$ cat src/rsh_defines.svh
/*
  Constants of the radio serial host: header fields, address ranges, status byte
  layout and link timing.
  Assumes inclusion by bare name from the package and the testbench.
*/
`ifndef RSH_DEFINES_SVH
`define RSH_DEFINES_SVH

// Header byte fields.
`define RSH_HDR_RW_BIT 7
`define RSH_HDR_BURST_BIT 6
`define RSH_HDR_ADDR_MSB 5

// Address ranges on the device side.
`define RSH_CFG_LAST 6'h2e
`define RSH_STAT_FIRST 6'h30
`define RSH_STAT_LAST 6'h3d
`define RSH_FIFO_ADDR 6'h3f
`define RSH_FIFO_SINGLE 8'hbf
`define RSH_FIFO_BURST 8'hff
`define RSH_RESET_STROBE 6'h30

// Status byte fields.
`define RSH_ST_RDY_BIT 7
`define RSH_ST_STATE_MSB 6
`define RSH_ST_STATE_LSB 4
`define RSH_ST_FILL_MSB 3

// Register offsets of the controller's own command port.
`define RSH_REG_CTRL 4'h0
`define RSH_REG_TXBYTE 4'h1
`define RSH_REG_RXBYTE 4'h2
`define RSH_REG_STATUS 4'h3
`define RSH_REG_DEVSTAT 4'h4

// Control register fields.
`define RSH_CTRL_GO_BIT 0
`define RSH_CTRL_LAST_BIT 1
`define RSH_CTRL_HDR_BIT 2

// Link timing: half period of the serial clock in ns, and the select lead time.
`define RSH_CLK_NS 20
`define RSH_HALF_NS 100
`define RSH_HALF_CYC ((`RSH_HALF_NS + `RSH_CLK_NS - 1) / `RSH_CLK_NS)
`define RSH_SETUP_NS 20
`define RSH_SETUP_CYC ((`RSH_SETUP_NS + `RSH_CLK_NS - 1) / `RSH_CLK_NS)

`endif

$ cat src/rsh_pkg.sv
/*
  Types of the radio serial host.
  Assumes rsh_defines.svh is on the include path.
*/
`default_nettype none
package rsh_pkg;
  `include "rsh_defines.svh"

  // Software command port request.
  typedef struct packed {
    logic [3:0] addr;
    logic [7:0] wdata;
    logic wr;
    logic rd;
  } rsh_req_t;

  // Serial pins driven by the host.
  typedef struct packed {
    logic sclk;
    logic mosi;
    logic sel_n;
  } rsh_pins_t;

  // Main engine states, Gray coded along the usual path.
  typedef enum logic [2:0] {
    RSH_IDLE = 3'b000,
    RSH_SEL = 3'b001,
    RSH_RDY = 3'b011,
    RSH_SHIFT = 3'b111,
    RSH_NEXT = 3'b110,
    RSH_DESEL = 3'b100,
    RSH_SOWAIT = 3'b010
  } rsh_state_t;
endpackage : rsh_pkg
`default_nettype wire

$ cat src/rsh_sync.sv
/*
  Two-flop synchroniser for one level from outside the clock domain.
  Assumes a single clock and active-low asynchronous reset.
*/
`default_nettype none
module rsh_sync #(
  parameter logic RST_VAL = 1'b0
) (
  input wire logic i_clk,
  input wire logic i_nrst,
  input wire logic i_d,
  output logic o_q
);
  logic meta_reg;

  // The first flop is read only by the second, to contain metastability.
  always_ff @(posedge i_clk or negedge i_nrst) begin
    if (!i_nrst) begin
      meta_reg <= RST_VAL;
      o_q <= RST_VAL;
    end else begin
      meta_reg <= i_d;
      o_q <= meta_reg;
    end
  end
endmodule : rsh_sync
`default_nettype wire

$ cat src/rsh_shifter.sv
/*
  Byte shifter for the serial link: one byte out MSB first, one byte in.
  Assumes a tick pulse per half serial period and a synchronised input.
*/
`default_nettype none
module rsh_shifter (
  input wire logic i_clk,
  input wire logic i_nrst,
  input wire logic i_start,
  input wire logic [7:0] i_tx,
  input wire logic i_tick,
  input wire logic i_miso,
  output logic o_sclk,
  output logic o_mosi,
  output logic o_busy,
  output logic o_done,
  output logic [7:0] o_rx
);
  logic [3:0] half_reg;
  logic [7:0] tx_reg;

  // Low phase sets data, high phase samples it; the device samples on the rise.
  always_ff @(posedge i_clk or negedge i_nrst) begin
    if (!i_nrst) begin
      half_reg <= 4'h0;
      tx_reg <= 8'h00;
      o_sclk <= 1'b0;
      o_mosi <= 1'b0;
      o_busy <= 1'b0;
      o_done <= 1'b0;
      o_rx <= 8'h00;
    end else begin
      o_done <= 1'b0;
      if (i_start && !o_busy) begin
        o_busy <= 1'b1;
        half_reg <= 4'h0;
        tx_reg <= {i_tx[6:0], 1'b0};
        o_mosi <= i_tx[7];
      end else if (o_busy && i_tick) begin
        half_reg <= half_reg + 4'h1;
        if (!half_reg[0]) begin
          o_sclk <= 1'b1;
          o_rx <= {o_rx[6:0], i_miso};
        end else begin
          o_sclk <= 1'b0;
          if (half_reg == 4'hf) begin
            o_busy <= 1'b0;
            o_done <= 1'b1;
          end else begin
            o_mosi <= tx_reg[7];
            tx_reg <= {tx_reg[6:0], 1'b0};
          end
        end
      end
    end
  end
endmodule : rsh_shifter
`default_nettype wire

$ cat src/rsh_host.sv
/*
  Serial host controller for a low-power radio receiver's register port.
  Software writes a byte and a control word; the engine selects the device,
  waits for the ready bit, shifts the byte, and keeps or drops select.
  Assumes the device samples on the rising serial clock and answers MSB first.
*/
// Summary of operation
// - Header bit 7 set means read, clear means write.
// - A burst is all read or all write and ends when select rises.
// - Status registers are read-only, single access, writes ignored.
// - A strobe is one header byte with burst clear, status returned.
// - Set the read bit on strobes when the fill count matters.
// - Strobes may chain; after reset strobe wait for data-out low.
// - The 64-byte receive FIFO is at 0x3F, read bit set.
// - Header 0xBF reads one FIFO byte, 0xFF bursts the FIFO.
// - The FIFO flush strobe is legal only in idle or overflow state.
// - Hardware-updated status reads may corrupt; read twice and compare.
// - Ready-low must be low before the first serial clock rise.
`default_nettype none
module rsh_host
  import rsh_pkg::*;
(
  // Clock and reset.
  input wire logic I_CLK,
  input wire logic I_NRST,
  // Software command port.
  input wire rsh_pkg::rsh_req_t I_REQ,
  output logic [7:0] O_RDATA,
  // Serial link pins.
  input wire logic I_MISO,
  output rsh_pkg::rsh_pins_t O_PINS
);
  import rsh_pkg::*;

  localparam int HALF_CYC = `RSH_HALF_CYC;
  localparam int SETUP_CYC = `RSH_SETUP_CYC;
  // Extra select lead so that the ready flag has crossed the synchroniser and the pin flop.
  localparam int SYNC_LAT = 2;
  initial begin
    if (HALF_CYC < 1 || SETUP_CYC < 1) begin
      $error("rsh_host: link timing must be at least one cycle");
    end
  end

  rsh_state_t state_reg;
  logic miso_s;
  logic [7:0] div_reg;
  logic tick;
  logic [7:0] tx_reg;
  logic [7:0] rx_reg;
  logic [7:0] devstat_reg;
  logic go_reg;
  logic last_reg;
  logic hdr_reg;
  logic rst_wait_reg;
  logic sel_n_reg;
  logic [7:0] setup_reg;
  logic sh_start;
  logic sh_sclk;
  logic sh_mosi;
  logic sh_busy;
  logic sh_done;
  logic [7:0] sh_rx;
  logic err_reg;
  logic eng_free;

  // Data-out from the device is asynchronous to this clock.
  rsh_sync #(.RST_VAL(1'b1)) u_sync (
    .i_clk(I_CLK),
    .i_nrst(I_NRST),
    .i_d(I_MISO),
    .o_q(miso_s)
  );

  // Divider: one tick per half serial period.
  always_ff @(posedge I_CLK or negedge I_NRST) begin
    if (!I_NRST) begin
      div_reg <= 8'h00;
    end else if (div_reg == 8'(HALF_CYC - 1)) begin
      div_reg <= 8'h00;
    end else begin
      div_reg <= div_reg + 8'h01;
    end
  end
  assign tick = (div_reg == 8'(HALF_CYC - 1));

  // A fresh select or a byte chained after a reset strobe waits for ready-low; other chained bytes start straight from idle, because
  // data-out then carries the first bit of the next byte, not the ready flag.
  // ready gate
  assign sh_start = ((state_reg == RSH_RDY || state_reg == RSH_SOWAIT) && !miso_s)
      || (state_reg == RSH_IDLE && go_reg && !sel_n_reg && !rst_wait_reg);

  // A pending go counts as busy, so a second go or a new byte cannot slip in behind it.
  assign eng_free = (state_reg == RSH_IDLE) && !go_reg;

  rsh_shifter u_shift (
    .i_clk(I_CLK),
    .i_nrst(I_NRST),
    .i_start(sh_start),
    .i_tx(tx_reg),
    .i_tick(tick),
    .i_miso(miso_s),
    .o_sclk(sh_sclk),
    .o_mosi(sh_mosi),
    .o_busy(sh_busy),
    .o_done(sh_done),
    .o_rx(sh_rx)
  );

  // Software writes: the byte to send and the control word.
  always_ff @(posedge I_CLK or negedge I_NRST) begin
    if (!I_NRST) begin
      tx_reg <= 8'h00;
      last_reg <= 1'b1;
      hdr_reg <= 1'b1;
    end else if (I_REQ.wr && eng_free) begin
      if (I_REQ.addr == `RSH_REG_TXBYTE) begin
        tx_reg <= I_REQ.wdata;
      end else if (I_REQ.addr == `RSH_REG_CTRL) begin
        last_reg <= I_REQ.wdata[`RSH_CTRL_LAST_BIT];
        hdr_reg <= I_REQ.wdata[`RSH_CTRL_HDR_BIT];
      end
    end
  end

  // Go request; a go while busy is refused and flagged.
  always_ff @(posedge I_CLK or negedge I_NRST) begin
    if (!I_NRST) begin
      go_reg <= 1'b0;
      err_reg <= 1'b0;
    end else begin
      go_reg <= I_REQ.wr && I_REQ.addr == `RSH_REG_CTRL && I_REQ.wdata[`RSH_CTRL_GO_BIT]
          && eng_free;
      if (I_REQ.wr && I_REQ.addr == `RSH_REG_CTRL && I_REQ.wdata[`RSH_CTRL_GO_BIT]
          && !eng_free) begin
        err_reg <= 1'b1;
      end else if (I_REQ.rd && I_REQ.addr == `RSH_REG_STATUS) begin
        err_reg <= 1'b0;
      end
    end
  end

  // Main engine: select, ready wait, shift, then hold or drop select.
  always_ff @(posedge I_CLK or negedge I_NRST) begin
    if (!I_NRST) begin
      state_reg <= RSH_IDLE;
      sel_n_reg <= 1'b1;
      setup_reg <= 8'h00;
      rst_wait_reg <= 1'b0;
    end else begin
      case (state_reg)
        RSH_IDLE: begin
          if (go_reg) begin
            sel_n_reg <= 1'b0;
            setup_reg <= 8'h00;
            state_reg <= sel_n_reg ? RSH_SEL : (rst_wait_reg ? RSH_SOWAIT : RSH_SHIFT);
          end
        end
        RSH_SEL: begin
          setup_reg <= setup_reg + 8'h01;
          // Without the extra lead a stale deselected level would pass as ready.
          if (setup_reg >= 8'(SETUP_CYC + SYNC_LAT)) begin
            state_reg <= RSH_RDY;
          end
        end
        RSH_RDY: begin
          if (!miso_s) begin
            state_reg <= RSH_SHIFT;
          end
        end
        RSH_SHIFT: begin
          if (sh_done) begin
            state_reg <= RSH_NEXT;
          end
        end
        RSH_NEXT: begin
          rst_wait_reg <= hdr_reg && !tx_reg[`RSH_HDR_BURST_BIT]
              && tx_reg[`RSH_HDR_ADDR_MSB:0] == `RSH_RESET_STROBE;
          if (last_reg) begin
            state_reg <= RSH_DESEL;
          end else begin
            state_reg <= RSH_IDLE;
          end
        end
        RSH_SOWAIT: begin
          if (!miso_s) begin
            rst_wait_reg <= 1'b0;
            state_reg <= RSH_SHIFT;
          end
        end
        RSH_DESEL: begin
          sel_n_reg <= 1'b1;
          rst_wait_reg <= 1'b0;
          state_reg <= RSH_IDLE;
        end
        default: begin
          state_reg <= RSH_IDLE;
          sel_n_reg <= 1'b1;
        end
      endcase
    end
  end

  // Capture of the returned byte; a header slot returns the status byte.
  // status byte capture
  always_ff @(posedge I_CLK or negedge I_NRST) begin
    if (!I_NRST) begin
      rx_reg <= 8'h00;
      devstat_reg <= 8'h80;
    end else if (sh_done) begin
      rx_reg <= sh_rx;
      if (hdr_reg) begin
        devstat_reg <= sh_rx;
      end
    end
  end

  // Pins come straight from flops; data-out follows the shifter.
  always_ff @(posedge I_CLK or negedge I_NRST) begin
    if (!I_NRST) begin
      O_PINS <= '{sclk: 1'b0, mosi: 1'b0, sel_n: 1'b1};
    end else begin
      O_PINS <= '{sclk: sh_sclk, mosi: sh_mosi, sel_n: sel_n_reg};
    end
  end

  // Read port: data in the cycle after the read strobe, zero on unmapped.
  always_ff @(posedge I_CLK or negedge I_NRST) begin
    if (!I_NRST) begin
      O_RDATA <= 8'h00;
    end else if (I_REQ.rd) begin
      case (I_REQ.addr)
        `RSH_REG_CTRL: O_RDATA <= {5'h00, hdr_reg, last_reg, 1'b0};
        `RSH_REG_TXBYTE: O_RDATA <= tx_reg;
        `RSH_REG_RXBYTE: O_RDATA <= rx_reg;
        `RSH_REG_STATUS: O_RDATA <= {3'h0, err_reg, rst_wait_reg, state_reg};
        `RSH_REG_DEVSTAT: O_RDATA <= devstat_reg;
        default: O_RDATA <= 8'h00;
      endcase
    end else begin
      O_RDATA <= 8'h00;
    end
  end

  // Link checks.
  property p_sel_before_clk;
    @(posedge I_CLK) disable iff (!I_NRST) $rose(O_PINS.sclk) |-> !O_PINS.sel_n;
  endproperty
  a_sel_before_clk: assert property (p_sel_before_clk)
    else $error("serial clock rose while deselected");

  property p_rdy_gate;
    @(posedge I_CLK) disable iff (!I_NRST) sh_start && state_reg != RSH_IDLE |-> !miso_s;
  endproperty
  a_rdy_gate: assert property (p_rdy_gate)
    else $error("byte started before ready-low");

  property p_byte_len;
    @(posedge I_CLK) disable iff (!I_NRST) sh_start |-> ##[1:200] sh_done;
  endproperty
  a_byte_len: assert property (p_byte_len)
    else $error("byte did not finish in time");

  property p_desel_idle;
    @(posedge I_CLK) disable iff (!I_NRST) state_reg == RSH_DESEL |=> sel_n_reg;
  endproperty
  a_desel_idle: assert property (p_desel_idle)
    else $error("select did not rise at burst end");

  property p_clk_low_desel;
    @(posedge I_CLK) disable iff (!I_NRST) $rose(O_PINS.sel_n) |-> !O_PINS.sclk;
  endproperty
  a_clk_low_desel: assert property (p_clk_low_desel)
    else $error("select rose with clock high");

  property p_rst_wait;
    @(posedge I_CLK) disable iff (!I_NRST)
      state_reg == RSH_SOWAIT && miso_s |=> state_reg == RSH_SOWAIT;
  endproperty
  a_rst_wait: assert property (p_rst_wait)
    else $error("header sent before data-out low");

  property p_status_cap;
    @(posedge I_CLK) disable iff (!I_NRST) sh_done && hdr_reg |=> devstat_reg == $past(sh_rx);
  endproperty
  a_status_cap: assert property (p_status_cap)
    else $error("status byte not captured");

  property p_sel_steady;
    @(posedge I_CLK) disable iff (!I_NRST) sh_busy |-> !sel_n_reg;
  endproperty
  a_sel_steady: assert property (p_sel_steady)
    else $error("select high during a byte");

  property p_sync_lead;
    @(posedge I_CLK) disable iff (!I_NRST) $fell(sel_n_reg) |-> (state_reg == RSH_SEL) [*4];
  endproperty
  a_sync_lead: assert property (p_sync_lead)
    else $error("ready flag judged before it crossed the synchroniser");

  property p_chain_start;
    @(posedge I_CLK) disable iff (!I_NRST)
      state_reg == RSH_IDLE && go_reg && !sel_n_reg && !rst_wait_reg
      |=> state_reg == RSH_SHIFT && sh_busy;
  endproperty
  a_chain_start: assert property (p_chain_start)
    else $error("chained byte did not start at once");

  c_byte: cover property (@(posedge I_CLK) disable iff (!I_NRST) sh_done);
  c_chain: cover property (@(posedge I_CLK) disable iff (!I_NRST)
      state_reg == RSH_NEXT && !last_reg);
  c_rstwait: cover property (@(posedge I_CLK) disable iff (!I_NRST)
      state_reg == RSH_SOWAIT);
  c_fresh: cover property (@(posedge I_CLK) disable iff (!I_NRST)
      state_reg == RSH_RDY && sh_start);
endmodule : rsh_host
`default_nettype wire

$ cat config.mk
export PLATFORM = sky130hd
export DESIGN_NAME = rsh_host
export DESIGN_NICKNAME = d
export VERILOG_FILES = /design/src/rsh_pkg.sv /design/src/rsh_sync.sv /design/src/rsh_shifter.sv /design/src/rsh_host.sv
export VERILOG_INCLUDE_DIRS = /design/src
export SDC_FILE = /design/constraint.sdc
export NUM_CORES = 1
export LEC_CHECK = 0
export ABC_AREA = 1
export ABC_CLOCK_PERIOD_IN_PS = 2200
export BUFFER_PORTS_ARGS = -buffer_cell sky130_fd_sc_hd__buf_2
export CORE_MARGIN = 1
export CORE_UTILIZATION = 64
export CTS_CLUSTER_SIZE = 24
export DETAILED_ROUTE_END_ITERATION = 7
export PLACE_DENSITY = 0.84
export RECOVER_POWER = 50
export SYNTH_ARGS = -nofsm -noshare
export SYNTH_HDL_FRONTEND = slang
export SYNTH_SLANG_ARGS = --single-unit
$ cat constraint.sdc
create_clock -name I_CLK -period 2.2 [get_ports I_CLK]
set_input_delay 0.44 -clock I_CLK [delete_from_list [all_inputs] [get_ports I_CLK]]
set_output_delay 0.44 -clock I_CLK [all_outputs]
set_load 0.02 [all_outputs]
==> results of run 1 <==
==> placed cells by master (no fill, tap or decap), types with 4 or more instances in the layout <==
master / count
nand2_1: 91
inv_1: 79
dfrtp_1: 78
o21ai_0: 47
nand3_1: 43
nor2_1: 34
buf_2: 26
clkbuf_8: 11
o22ai_1: 7
dfstp_2: 6
xor2_1: 5
nor2_4: 4
nand2_2: 4
o21ai_1: 4
nand4_1: 4
a21oi_1: 4
ha_1: 4
==> metrics by stage <==
stage               setup WS, ps  instance area [um2]
floorplan                  708.4                 3960
global placement           600.9                 4175
detailed placement         534.9                 4175
CTS                        484.7                 4436
global route               236.0                 4413
finish                     476.5                 4413
==> worst max-delay path by stage <==
| stage | startpoint | endpoint | cells past startpoint |
|---|---|---|---|
| final | div_reg[0] | u_shift.tx_reg[5] | 10 |
| after global routing | I_NRST | u_shift.o_rx[3] | 3 |
| after CTS | div_reg[0] | u_shift.tx_reg[5] | 10 |
| after detailed placement | div_reg[0] | u_shift.o_busy | 11 |
| after global placement | div_reg[0] | u_shift.o_busy | 11 |
| after floorplan | div_reg[0] | u_shift.o_rx[4] | 10 |
==> logic make-up after synthesis <==
family                     Yosys count  synth area share, %
xor gates and xnor gates             7                1.548
buffers and inverters               90                9.068
AOI/OAI and AO/OA                   74                10.52
muxes                                1               0.2843
DFF                                 85                53.93
adders and majority gates            4                1.264
and+or+nand+nor                    194                23.38
==> power by group through the flow <==
stage	registers (mW)	logic (mW)	clock network [mW]
global route	2.29	1.62	1.42
detailed placement	2.25	1.38	0
global placement	2.24	1.32	0
floorplan	2.20	1.06	0
finish	2.24	1.39	1.36
CTS	2.23	1.40	1.36
==> cell type report <==
| cell class | instances | area share, % |
|---|---|---|
| sequential | 85 | 48.40 |
| timing repair buffer | 31 | 3.629 |
| clock buffer | 12 | 3.516 |
| multi-input combinational | 280 | 33.20 |
| inverter | 82 | 6.975 |
| clock inverter | 4 | 2.155 |
| tap | 75 | 2.126 |
==> worst max-delay path: stages (launching register included) <==
cell	delay, ps
dfrtp_1	420
inv_1	90
ha_1	190
inv_1	50
nor2_1	80
nand2_1	120
nor2_8	190
nand4_4	180
nand2_2	180
nand3_1	100
nand2_1	60
==> routing by layer <==
layer | vias up | part of all wire [%] | global-route usage [%]
met5 | - | 0 | 0
met4 | 0 | 2.6 | 14.82
met3 | 21 | 2.8 | 4.318
met2 | 63 | 51 | 50.00
met1 | 1513 | 44 | 36.55
li1 | 1524 | - | -
==> repair_timing <==
item | CTS | global route
resized for setup | 0 | 0
hold buffers | 1 | 0
endpoints found under the hold margin | 7 | 0
==> flow_summary.yaml, run 1 <==
clock_network:
  root_buffer: "clkbuf_8"
  cts_setup_buffers: 0
  cts.sinks: 85
  max-clock-path-buffers: 2
  worstSkewPairLatency_ps: 350
  clkTransAtPathRegs_ps: 80
  cts_made_buffers: 9
  htree_levels: 3
  cts_tree: "done"
job:
  max_cap_violations: 0
worst_setup_path:
  path_max_fanout: 9
  worstPathArrival_ps: 2010
  cp-start-kind: "register"
  reg2reg_to: "u_shift.tx_reg[5]"
  required_ps: 2480
  r2r-start: "div_reg[0]"
  r2r_setup_slack_ps: 480
  crit_type: "reg2reg"
  reg2reg_depth: 10
  crit_path_end_kind: "register"
die:
  dieArea_mm2: 0.006506
  die_y_um: 80.66
  die_w_um: 80.66
  rows: 28
  start_util_pct: 66.49
  io_pins: 28
  coreArea_mm2: 0.005956
yosys:
  yosys.cell_count.top_type: "nand2_1"
  synth_area_leaders: "dfrtp_1, nand2_1, inv_1"
  ys.warnings.count: 0
  yosysTopAreaCell: "dfrtp_1"
  synth_top_area_share_pct: 49.29
  synth_area_mm2: 0.003960
  synthCells: 455
  avgSynthCellArea_um2: 8.703
  synth_edf_count: 0
  synth-async-reset-ratio_pct: 100.0
  ys_ff_latch: 85
  synthTopCellsByCount: "nand2_1, inv_1, dfrtp_1"
  synth_nets: 476
  ys_seq_area_share_pct: 53.93
  yosysUniqueCellTypes: 42
  ys.flop_type: "dfrtp_1"
sta:
  finalCriticalPeriod_ps: 1723
  finalCritPeriodShare_pct: 78.34
  setup_viol: 0
  finalHoldViolations: 0
  worst_pin_slew_ps: 703.8
  slew_headroom_pct: 53.08
  tns_ps: 0
  grt_setup_unrepaired: "false"
  fin_skew_ps: 12.09
  slew_violations: 0
  whs_ps: 181.4
  fmax_ghz: 0.5802
global_routing:
  grt_pass1_wl_mm: 14.27
  grt_use_total_pct: 29.46
  antenna_found_initial: 0
  grt_overflow: 0
  grt_max_degree: 53
  grt_pass1_vias: 3190
power:
  swShare_pct: 35.44
  p_switching_mw: 1.769
  power_density_mw_per_mm2: 1131
  p_total_mw: 4.991
  p_int_mw: 3.222
  combPwrFrac_pct: 27.9
  irDropWorstVdd_mv: 0.6337
  seqPwrFrac_pct: 44.8
  pwr-share-clk_pct: 27.3
  leakagePower_nw: 2.252
drt:
  wl_per_cell_um: 14.44
  post-route-drc-count: 0
  drt_iter0_drc: 234
  antenna_left: 0
  wl_mm: 8.218
  dr.pass1.iters: 5
  via_per_inst: 5.485
  vias: 3121
placement:
  placedCellCount: 552
  place_congestion: 0.8113
  io_buffers: 27
  dp_hpwl_mm: 5.735
final_layout:
  fill_cells: 456
  final_util_pct: 74.10
  multiInputGateArea_mm2: 0.001465
  final_cells: 569
  final-seq-area_mm2: 0.002136
  syn_to_final_growth_pct: 11.44
  insertedDiodeCount: 0
  fin_nets: 510
  drive_gt1_share_pct: 14.17
outcome:
  outcome: "complete, no violations"
worst_hold_path:
  hp-class: "in2reg"
  worstHoldStart: "I_MISO"
  min_to: "u_sync.meta_reg"
  hold_path_depth: 1
Power figures use the tool's default switching activity.
==> inputs of run 2 (changes only) <==
--- a/config.mk
+++ b/config.mk
@@ -6,14 +6,14 @@
 export SDC_FILE = /design/constraint.sdc
 export NUM_CORES = 1
 export LEC_CHECK = 0
-export ABC_AREA = 1
-export ABC_CLOCK_PERIOD_IN_PS = 2200
+export ABC_AREA = 0
+export ABC_CLOCK_PERIOD_IN_PS = 1650
 export BUFFER_PORTS_ARGS = -buffer_cell sky130_fd_sc_hd__buf_2
 export CORE_MARGIN = 1
-export CORE_UTILIZATION = 64
+export CORE_UTILIZATION = 59
 export CTS_CLUSTER_SIZE = 24
 export DETAILED_ROUTE_END_ITERATION = 7
-export PLACE_DENSITY = 0.84
+export PLACE_DENSITY = 0.78
 export RECOVER_POWER = 50
 export SYNTH_ARGS = -nofsm -noshare
 export SYNTH_HDL_FRONTEND = slang
==> constraint.sdc (replaced) <==
create_clock -name I_CLK -period 1.65 [get_ports I_CLK]
set_input_delay 0.33 -clock I_CLK [delete_from_list [all_inputs] [get_ports I_CLK]]
set_output_delay 0.33 -clock I_CLK [all_outputs]
set_load 0.02 [all_outputs]
==> run 2 against run 1 <==
  * The run now ends with negative setup slack left
  * Clock skew is 3.1 ps lower
  * Register-to-register slack worse by 500 ps
  * Power is 31% higher
  * Core utilization is 0.76 points higher
  * Critical path depth is 3 lower
  * Cell area is 2.8% higher
  * Critical endpoint is now u_shift.o_rx[6]
  * Largest cell class unchanged
  * Highest routed layer unchanged
==> flow_summary.yaml, run 2 <==
worst_setup_path:
  cp-start-kind: "register"
  crit_type: "reg2reg"
  path_max_fanout: 4
  worstPathArrival_ps: 1910
  crit_path_end_kind: "register"
  required_ps: 1890
  max_stage_delay_ps: 390
  cp.depth: 7
  crit_family: "simple AND/OR/NAND/NOR gates"
  crit_chain: "inv_2 -> ha_4 -> and4bb_4 -> nand3_4 -> nor2_4 -> buf_4 -> mux2_2"
  reg2reg_depth: 7
  cp_slowest_cell: "dfrtp_1"
  reg2reg_to: "u_shift.o_rx[6]"
  cp_num_buf_inv: 2
  r2r_setup_slack_ps: -20
  r2r-start: "div_reg[1]"
clock_network:
  clkTransAtPathRegs_ps: 80
  cts_made_buffers: 9
  worstSkewPairLatency_ps: 360
  cts_tree: "done"
  root_buffer: "clkbuf_8"
  htree_levels: 3
  max-clock-path-buffers: 2
  cts.sinks: 85
sta:
  slew_violations: 0
  grt_setup_unrepaired: "true"
  finalCritPeriodShare_pct: 101.1
  slew_headroom_pct: 60.00
  tns_ps: -53.01
  whs_ps: 63.69
  fin_ws_ps: -18.47
  finalHoldViolations: 0
  setup_viol: 5
  worst_pin_slew_ps: 600.1
  finalCriticalPeriod_ps: 1668
  fmax_ghz: 0.5994
  fin_skew_ps: 8.955
yosys:
  synth-async-reset-ratio_pct: 100.0
  synth_top_area_share_pct: 51.71
  ys_seq_area_share_pct: 56.58
  yosysTopAreaCell: "dfrtp_1"
  yosys.cell_count.top_type: "dfrtp_1"
  synth_edf_count: 0
  synth_nets: 334
  yosysUniqueCellTypes: 53
  ys_ff_latch: 85
  synth_area_mm2: 0.003775
  synthCells: 313
  ys.flop_type: "dfrtp_1"
  synth_area_leaders: "dfrtp_1, mux2_2, dfstp_2"
  avgSynthCellArea_um2: 12.06
  ys.warnings.count: 0
  synthTopCellsByCount: "dfrtp_1, mux2_2, nor2_1"
die:
  coreArea_mm2: 0.006061
  die_y_um: 81.99
  die_w_um: 81.99
  io_pins: 28
  dieArea_mm2: 0.006722
  rows: 28
  start_util_pct: 62.28
power:
  p_int_mw: 4.365
  pwr-share-clk_pct: 23.4
  p_total_mw: 6.526
  seqPwrFrac_pct: 46.9
  p_switching_mw: 2.160
  leakagePower_nw: 2.162
  combPwrFrac_pct: 29.7
  swShare_pct: 33.11
  irDropWorstVdd_mv: 1.199
  power_density_mw_per_mm2: 1438
drt:
  wl_per_cell_um: 16.86
  wl_mm: 7.740
  dr.pass1.iters: 4
  drt_iter0_drc: 163
  vias: 2643
  via_per_inst: 5.758
  antenna_left: 0
  post-route-drc-count: 0
placement:
  place_area_mm2: 0.004219
  dp_hpwl_mm: 5.461
  place_congestion: 0.8852
  placedCellCount: 435
  io_buffers: 27
  pre_cts_ws_ps: -75.74
final_layout:
  insertedDiodeCount: 0
  final-seq-area_mm2: 0.002138
  final_area_mm2: 0.004537
  multiInputGateArea_mm2: 0.001643
  drive_gt1_share_pct: 37.24
  mostFrequentLayoutCells: "dfrtp_1, buf_4, mux2_2"
  syn_to_final_growth_pct: 20.19
  final_util_pct: 74.86
  fill_cells: 406
  layout_commonest_cell: "dfrtp_1"
  final_cells: 459
  fin_nets: 400
global_routing:
  grt_overflow: 0
  grt_pass1_wl_mm: 12.63
  grt_max_degree: 33
  grt_pass1_vias: 2549
  grt_use_total_pct: 26.39
  antenna_found_initial: 0
outcome:
  outcome: "finished with violations"
  violations: "negative setup slack"
job:
  max_cap_violations: 0
worst_hold_path:
  min_to: "u_sync.meta_reg"
  hold_path_depth: 1
  hp-class: "in2reg"
  worstHoldStart: "I_MISO"
-- run 2: cell count changes after synthesis, moves of 7 or more --
cell | previous run | this run
inv_1 | 79 | 6
nand2_1 | 91 | 20
o21ai_0 | 47 | 11
mux2_2 | 1 | 34
nand3_1 | 43 | 14
a21oi_1 | 4 | 17
mux2i_1 | 0 | 12
a22o_1 | 0 | 8
a22oi_1 | 0 | 7
nor2_1 | 34 | 27
o22ai_1 | 7 | 0
-- run 2: per-layer routing --
layer	routed length (um)	track usage, %	part of all wire, %
met5	0	0	0
met4	125	10.53	1.6
met3	355	6.111	4.6
met2	3597	40.00	46
met1	3662	36.56	47
-- run 2: area by class of cell --
| cell class | count | area share, % |
|---|---|---|
| clock buffers | 10 | 3.034 |
| clock inverters | 6 | 1.544 |
| inverters | 6 | 0.4964 |
| multi-input cells | 213 | 36.21 |
| flip-flops and latches | 85 | 47.13 |
| well taps | 75 | 2.068 |
| repair buffers | 64 | 9.515 |
-- run 2: how the worst max path moves through the flow --
stage               start         endpoint  slack, ps
2_1_floorplan  div_reg[0]  u_shift.o_rx[0]          4
3_3_place_gp   div_reg[0]  u_shift.o_rx[4]         -7
3_5_place_dp   div_reg[1]  u_shift.o_rx[6]        -80
4_1_cts        div_reg[0]  u_shift.o_rx[4]        -10
5_1_grt        div_reg[1]  u_shift.o_rx[6]        -80
6_report       div_reg[1]  u_shift.o_rx[6]        -20
-- run 2: cells by family (layout without fill, tap and decap cells) --
logic type | after synthesis | after routing | share of synthesized area, %
AND/OR/NAND/NOR | 99 | 99 | 15.51
flip-flops | 85 | 85 | 56.58
AO/OA/AOI/OAI | 58 | 58 | 10.14
multiplexers | 46 | 46 | 13.32
buffers and inverters | 15 | 86 | 1.724
XOR/XNOR | 6 | 6 | 1.392
adder cells (fa/ha/maj) | 4 | 4 | 1.326
-- run 2: worst reg2reg max path: stages, from the launching register on --
cell and delay, ps:
dfrtp_1 390, inv_2 70, ha_4 120, and4bb_4 280, nand3_4 100, nor2_4 120
buf_4 130, mux2_2 340
-- run 2: power by group through the flow --
stage          clock [mW]  combinational [mW]  sequential, mW
3_5_place_dp            0                1.77            3.06
5_1_grt              1.65                2.16            3.11
4_1_cts              1.56                1.89            3.03
3_3_place_gp            0                1.71            3.04
2_1_floorplan           0                1.20            2.92
6_report             1.53                1.94            3.06
-- run 2: timing repair --
item / CTS / global route
setup buffers: 5 / 2
gates resized for setup: 5 / 17
hold buffers: 1 / 0
hold endpoints to repair: 22 / 0
pin swaps: 1 / 2
setup endpoints to repair: 8 / 29
==> inputs of run 3 (changes only) <==
--- a/config.mk
+++ b/config.mk
@@ -10,11 +10,12 @@
 export ABC_CLOCK_PERIOD_IN_PS = 1650
 export BUFFER_PORTS_ARGS = -buffer_cell sky130_fd_sc_hd__buf_2
 export CORE_MARGIN = 1
-export CORE_UTILIZATION = 59
+export CORE_UTILIZATION = 60
 export CTS_CLUSTER_SIZE = 24
 export DETAILED_ROUTE_END_ITERATION = 7
-export PLACE_DENSITY = 0.78
+export PLACE_DENSITY = 0.79
 export RECOVER_POWER = 50
 export SYNTH_ARGS = -nofsm -noshare
 export SYNTH_HDL_FRONTEND = slang
+export SYNTH_HIERARCHICAL = 1
 export SYNTH_SLANG_ARGS = --single-unit
==> run 3 against run 2 <==
  * The flow still finishes with violations (negative setup slack)
  * Largest power group unchanged
  * Critical path type unchanged
  * Critical path depth decreased by 2
  * Non-clock buffer count grew 9
  * Fmax shrank 16%
  * Critical endpoint is now u_shift/tx_reg[6]
  * Sequential power shrank 6%
==> flow_summary.yaml, run 3 <==
drt:
  wl_per_cell_um: 17.75
  via_per_inst: 5.915
  post-route-drc-count: 0
  wl_mm: 8.593
  drt_iter0_drc: 220
  dr.pass1.iters: 5
  vias: 2863
  antenna_left: 0
placement:
  pre_cts_ws_ps: -465.5
  dp_hpwl_mm: 5.609
  io_buffers: 27
  place_congestion: 0.7998
sta:
  fin_ws_ps: -333.6
  finalHoldViolations: 0
  grt_setup_unrepaired: "true"
  finalCriticalPeriod_ps: 1984
  setup_viol: 27
  slew_violations: 0
  fmax_ghz: 0.5041
  fin_skew_ps: 10.60
  worst_pin_slew_ps: 396.5
  slew_headroom_pct: 73.20
  finalCritPeriodShare_pct: 120.2
  tns_ps: -4699
yosys:
  ys.flop_type: "dfrtp_1"
  yosysUniqueCellTypes: 53
  synth-async-reset-ratio_pct: 100.0
  synthCells: 332
  avgSynthCellArea_um2: 11.87
  synth_top_area_share_pct: 49.52
  ys_seq_area_share_pct: 54.19
  ys_ff_latch: 85
  synth_area_leaders: "dfrtp_1, mux2_2, dfstp_2"
  synthTopCellsByCount: "dfrtp_1, mux2_2, nand2_1"
  yosysTopAreaCell: "dfrtp_1"
  synth_area_mm2: 0.003941
  yosys.cell_count.top_type: "dfrtp_1"
  synth_edf_count: 0
  ys.warnings.count: 6
  synth_nets: 353
global_routing:
  grt_pass1_vias: 2922
  grt_overflow: 0
  grt_use_total_pct: 25.69
  grt_pass1_wl_mm: 14.01
  grt_max_degree: 34
  antenna_found_initial: 0
outcome:
  violations: "negative setup slack"
  outcome: "finished with violations"
worst_setup_path:
  max_stage_delay_ps: 560
  crit_family: "simple AND/OR/NAND/NOR gates"
  required_ps: 1880
  worstPathArrival_ps: 2210
  cp-start-kind: "register"
  r2r-start: "state_reg[2]"
  r2r_setup_slack_ps: -330
  cp_num_buf_inv: 0
  reg2reg_to: "u_shift/tx_reg[6]"
  crit_chain: "or4b_4 -> o32ai_4 -> nand2b_4 -> and2_1 -> a221o_1"
  crit_type: "reg2reg"
  crit_path_end_kind: "register"
  cp_slowest_cell: "or4b_4"
  reg2reg_depth: 5
  path_max_fanout: 10
clock_network:
  cts_made_buffers: 9
  clkTransAtPathRegs_ps: 80
  cts_tree: "done"
  worstSkewPairLatency_ps: 350
  root_buffer: "clkbuf_8"
  htree_levels: 3
  max-clock-path-buffers: 2
  cts.sinks: 85
final_layout:
  drive_gt1_share_pct: 40.29
  fin_nets: 423
  fill_cells: 411
  layout_commonest_cell: "dfrtp_1"
  syn_to_final_growth_pct: 22.51
  mostFrequentLayoutCells: "dfrtp_1, buf_4, mux2_2"
  insertedDiodeCount: 0
power:
  power_density_mw_per_mm2: 1351
  irDropWorstVdd_mv: 0.9083
  leakagePower_nw: 2.334
die:
  start_util_pct: 62.07
  dieArea_mm2: 0.006897
  die_y_um: 83.05
  die_w_um: 83.05
  rows: 29
  coreArea_mm2: 0.006350
  io_pins: 28
worst_hold_path:
  min_to: "u_sync/meta_reg"
  hold_path_depth: 1
  worstHoldStart: "I_MISO"
  hp-class: "in2reg"
job:
  max_cap_violations: 0
## run 3: power by group
group	switching [mW]	internal [mW]	leakage (nW)
clock	0.720	0.778	0.102
sequential	0.380	2.50	1.11
combinational	1.03	1.12	1.12
## run 3: final cells by class
| class | count | area, um2 | share of cell area (%) |
|---|---|---|---|
| inverter | 5 | 18.77 | 0.3887 |
| timing repair buffer | 73 | 558.0 | 11.56 |
| clock buffer | 12 | 155.1 | 3.213 |
| tap | 77 | 96.34 | 1.995 |
| sequential | 85 | 2136 | 44.23 |
| clock inverter | 4 | 47.55 | 0.9847 |
| multi-input combinational | 228 | 1817 | 37.63 |
## run 3: cell families after synthesis
family | count (synthesis) | synth area share, %
AND/OR/NAND/NOR | 126 | 18.10
flip-flops | 85 | 54.19
multiplexers | 47 | 14.03
AO/OA/AOI/OAI | 46 | 8.603
buffers and inverters | 19 | 2.698
XOR/XNOR | 5 | 1.111
adder cells (fa/ha/maj) | 4 | 1.270
## run 3: stage by stage
step	std cells	area [um2]	hold slack (ps)	util (%)	total power, mW
2_1_floorplan	332	3983	34.41	-	4.116
3_3_place_gp	454	4397	258.2	69.24	4.595
3_5_place_dp	454	4397	259.3	69.24	4.701
4_1_cts	482	4757	66.77	74.92	6.369
5_1_grt	484	4828	50.80	76.04	6.855
6_report	484	4828	76.69	76.04	6.523
## run 3: repair_timing
item / CTS / global route
endpoints found under the setup margin: 22 / 31
cloned: 1 / 0
pin swaps: 1 / 6
gates resized for setup: 12 / 14
setup buffers: 10 / 5
hold buffers: 1 / 0
endpoints found under the hold margin: 20 / 0
## run 3: how the worst max path moves through the flow
stage	from	endpoint	depth (start not counted)
after floorplan	state_reg[2]	u_shift/tx_reg[2]	7
after global placement	state_reg[2]	u_shift/tx_reg[2]	5
after detailed placement	state_reg[0]	u_shift/tx_reg[3]	5
after CTS	state_reg[2]	u_shift/tx_reg[7]	5
after global routing	state_reg[0]	u_shift/tx_reg[6]	5
final	state_reg[2]	u_shift/tx_reg[6]	5
## run 3: routing by layer
layer | share of wire [%] | track usage [%] | wire, um
met1 | 43 | 33.58 | 3702
met2 | 51 | 42.85 | 4410
met3 | 4.3 | 4.076 | 372
met4 | 1.2 | 10.82 | 106
met5 | 0 | 0 | 0
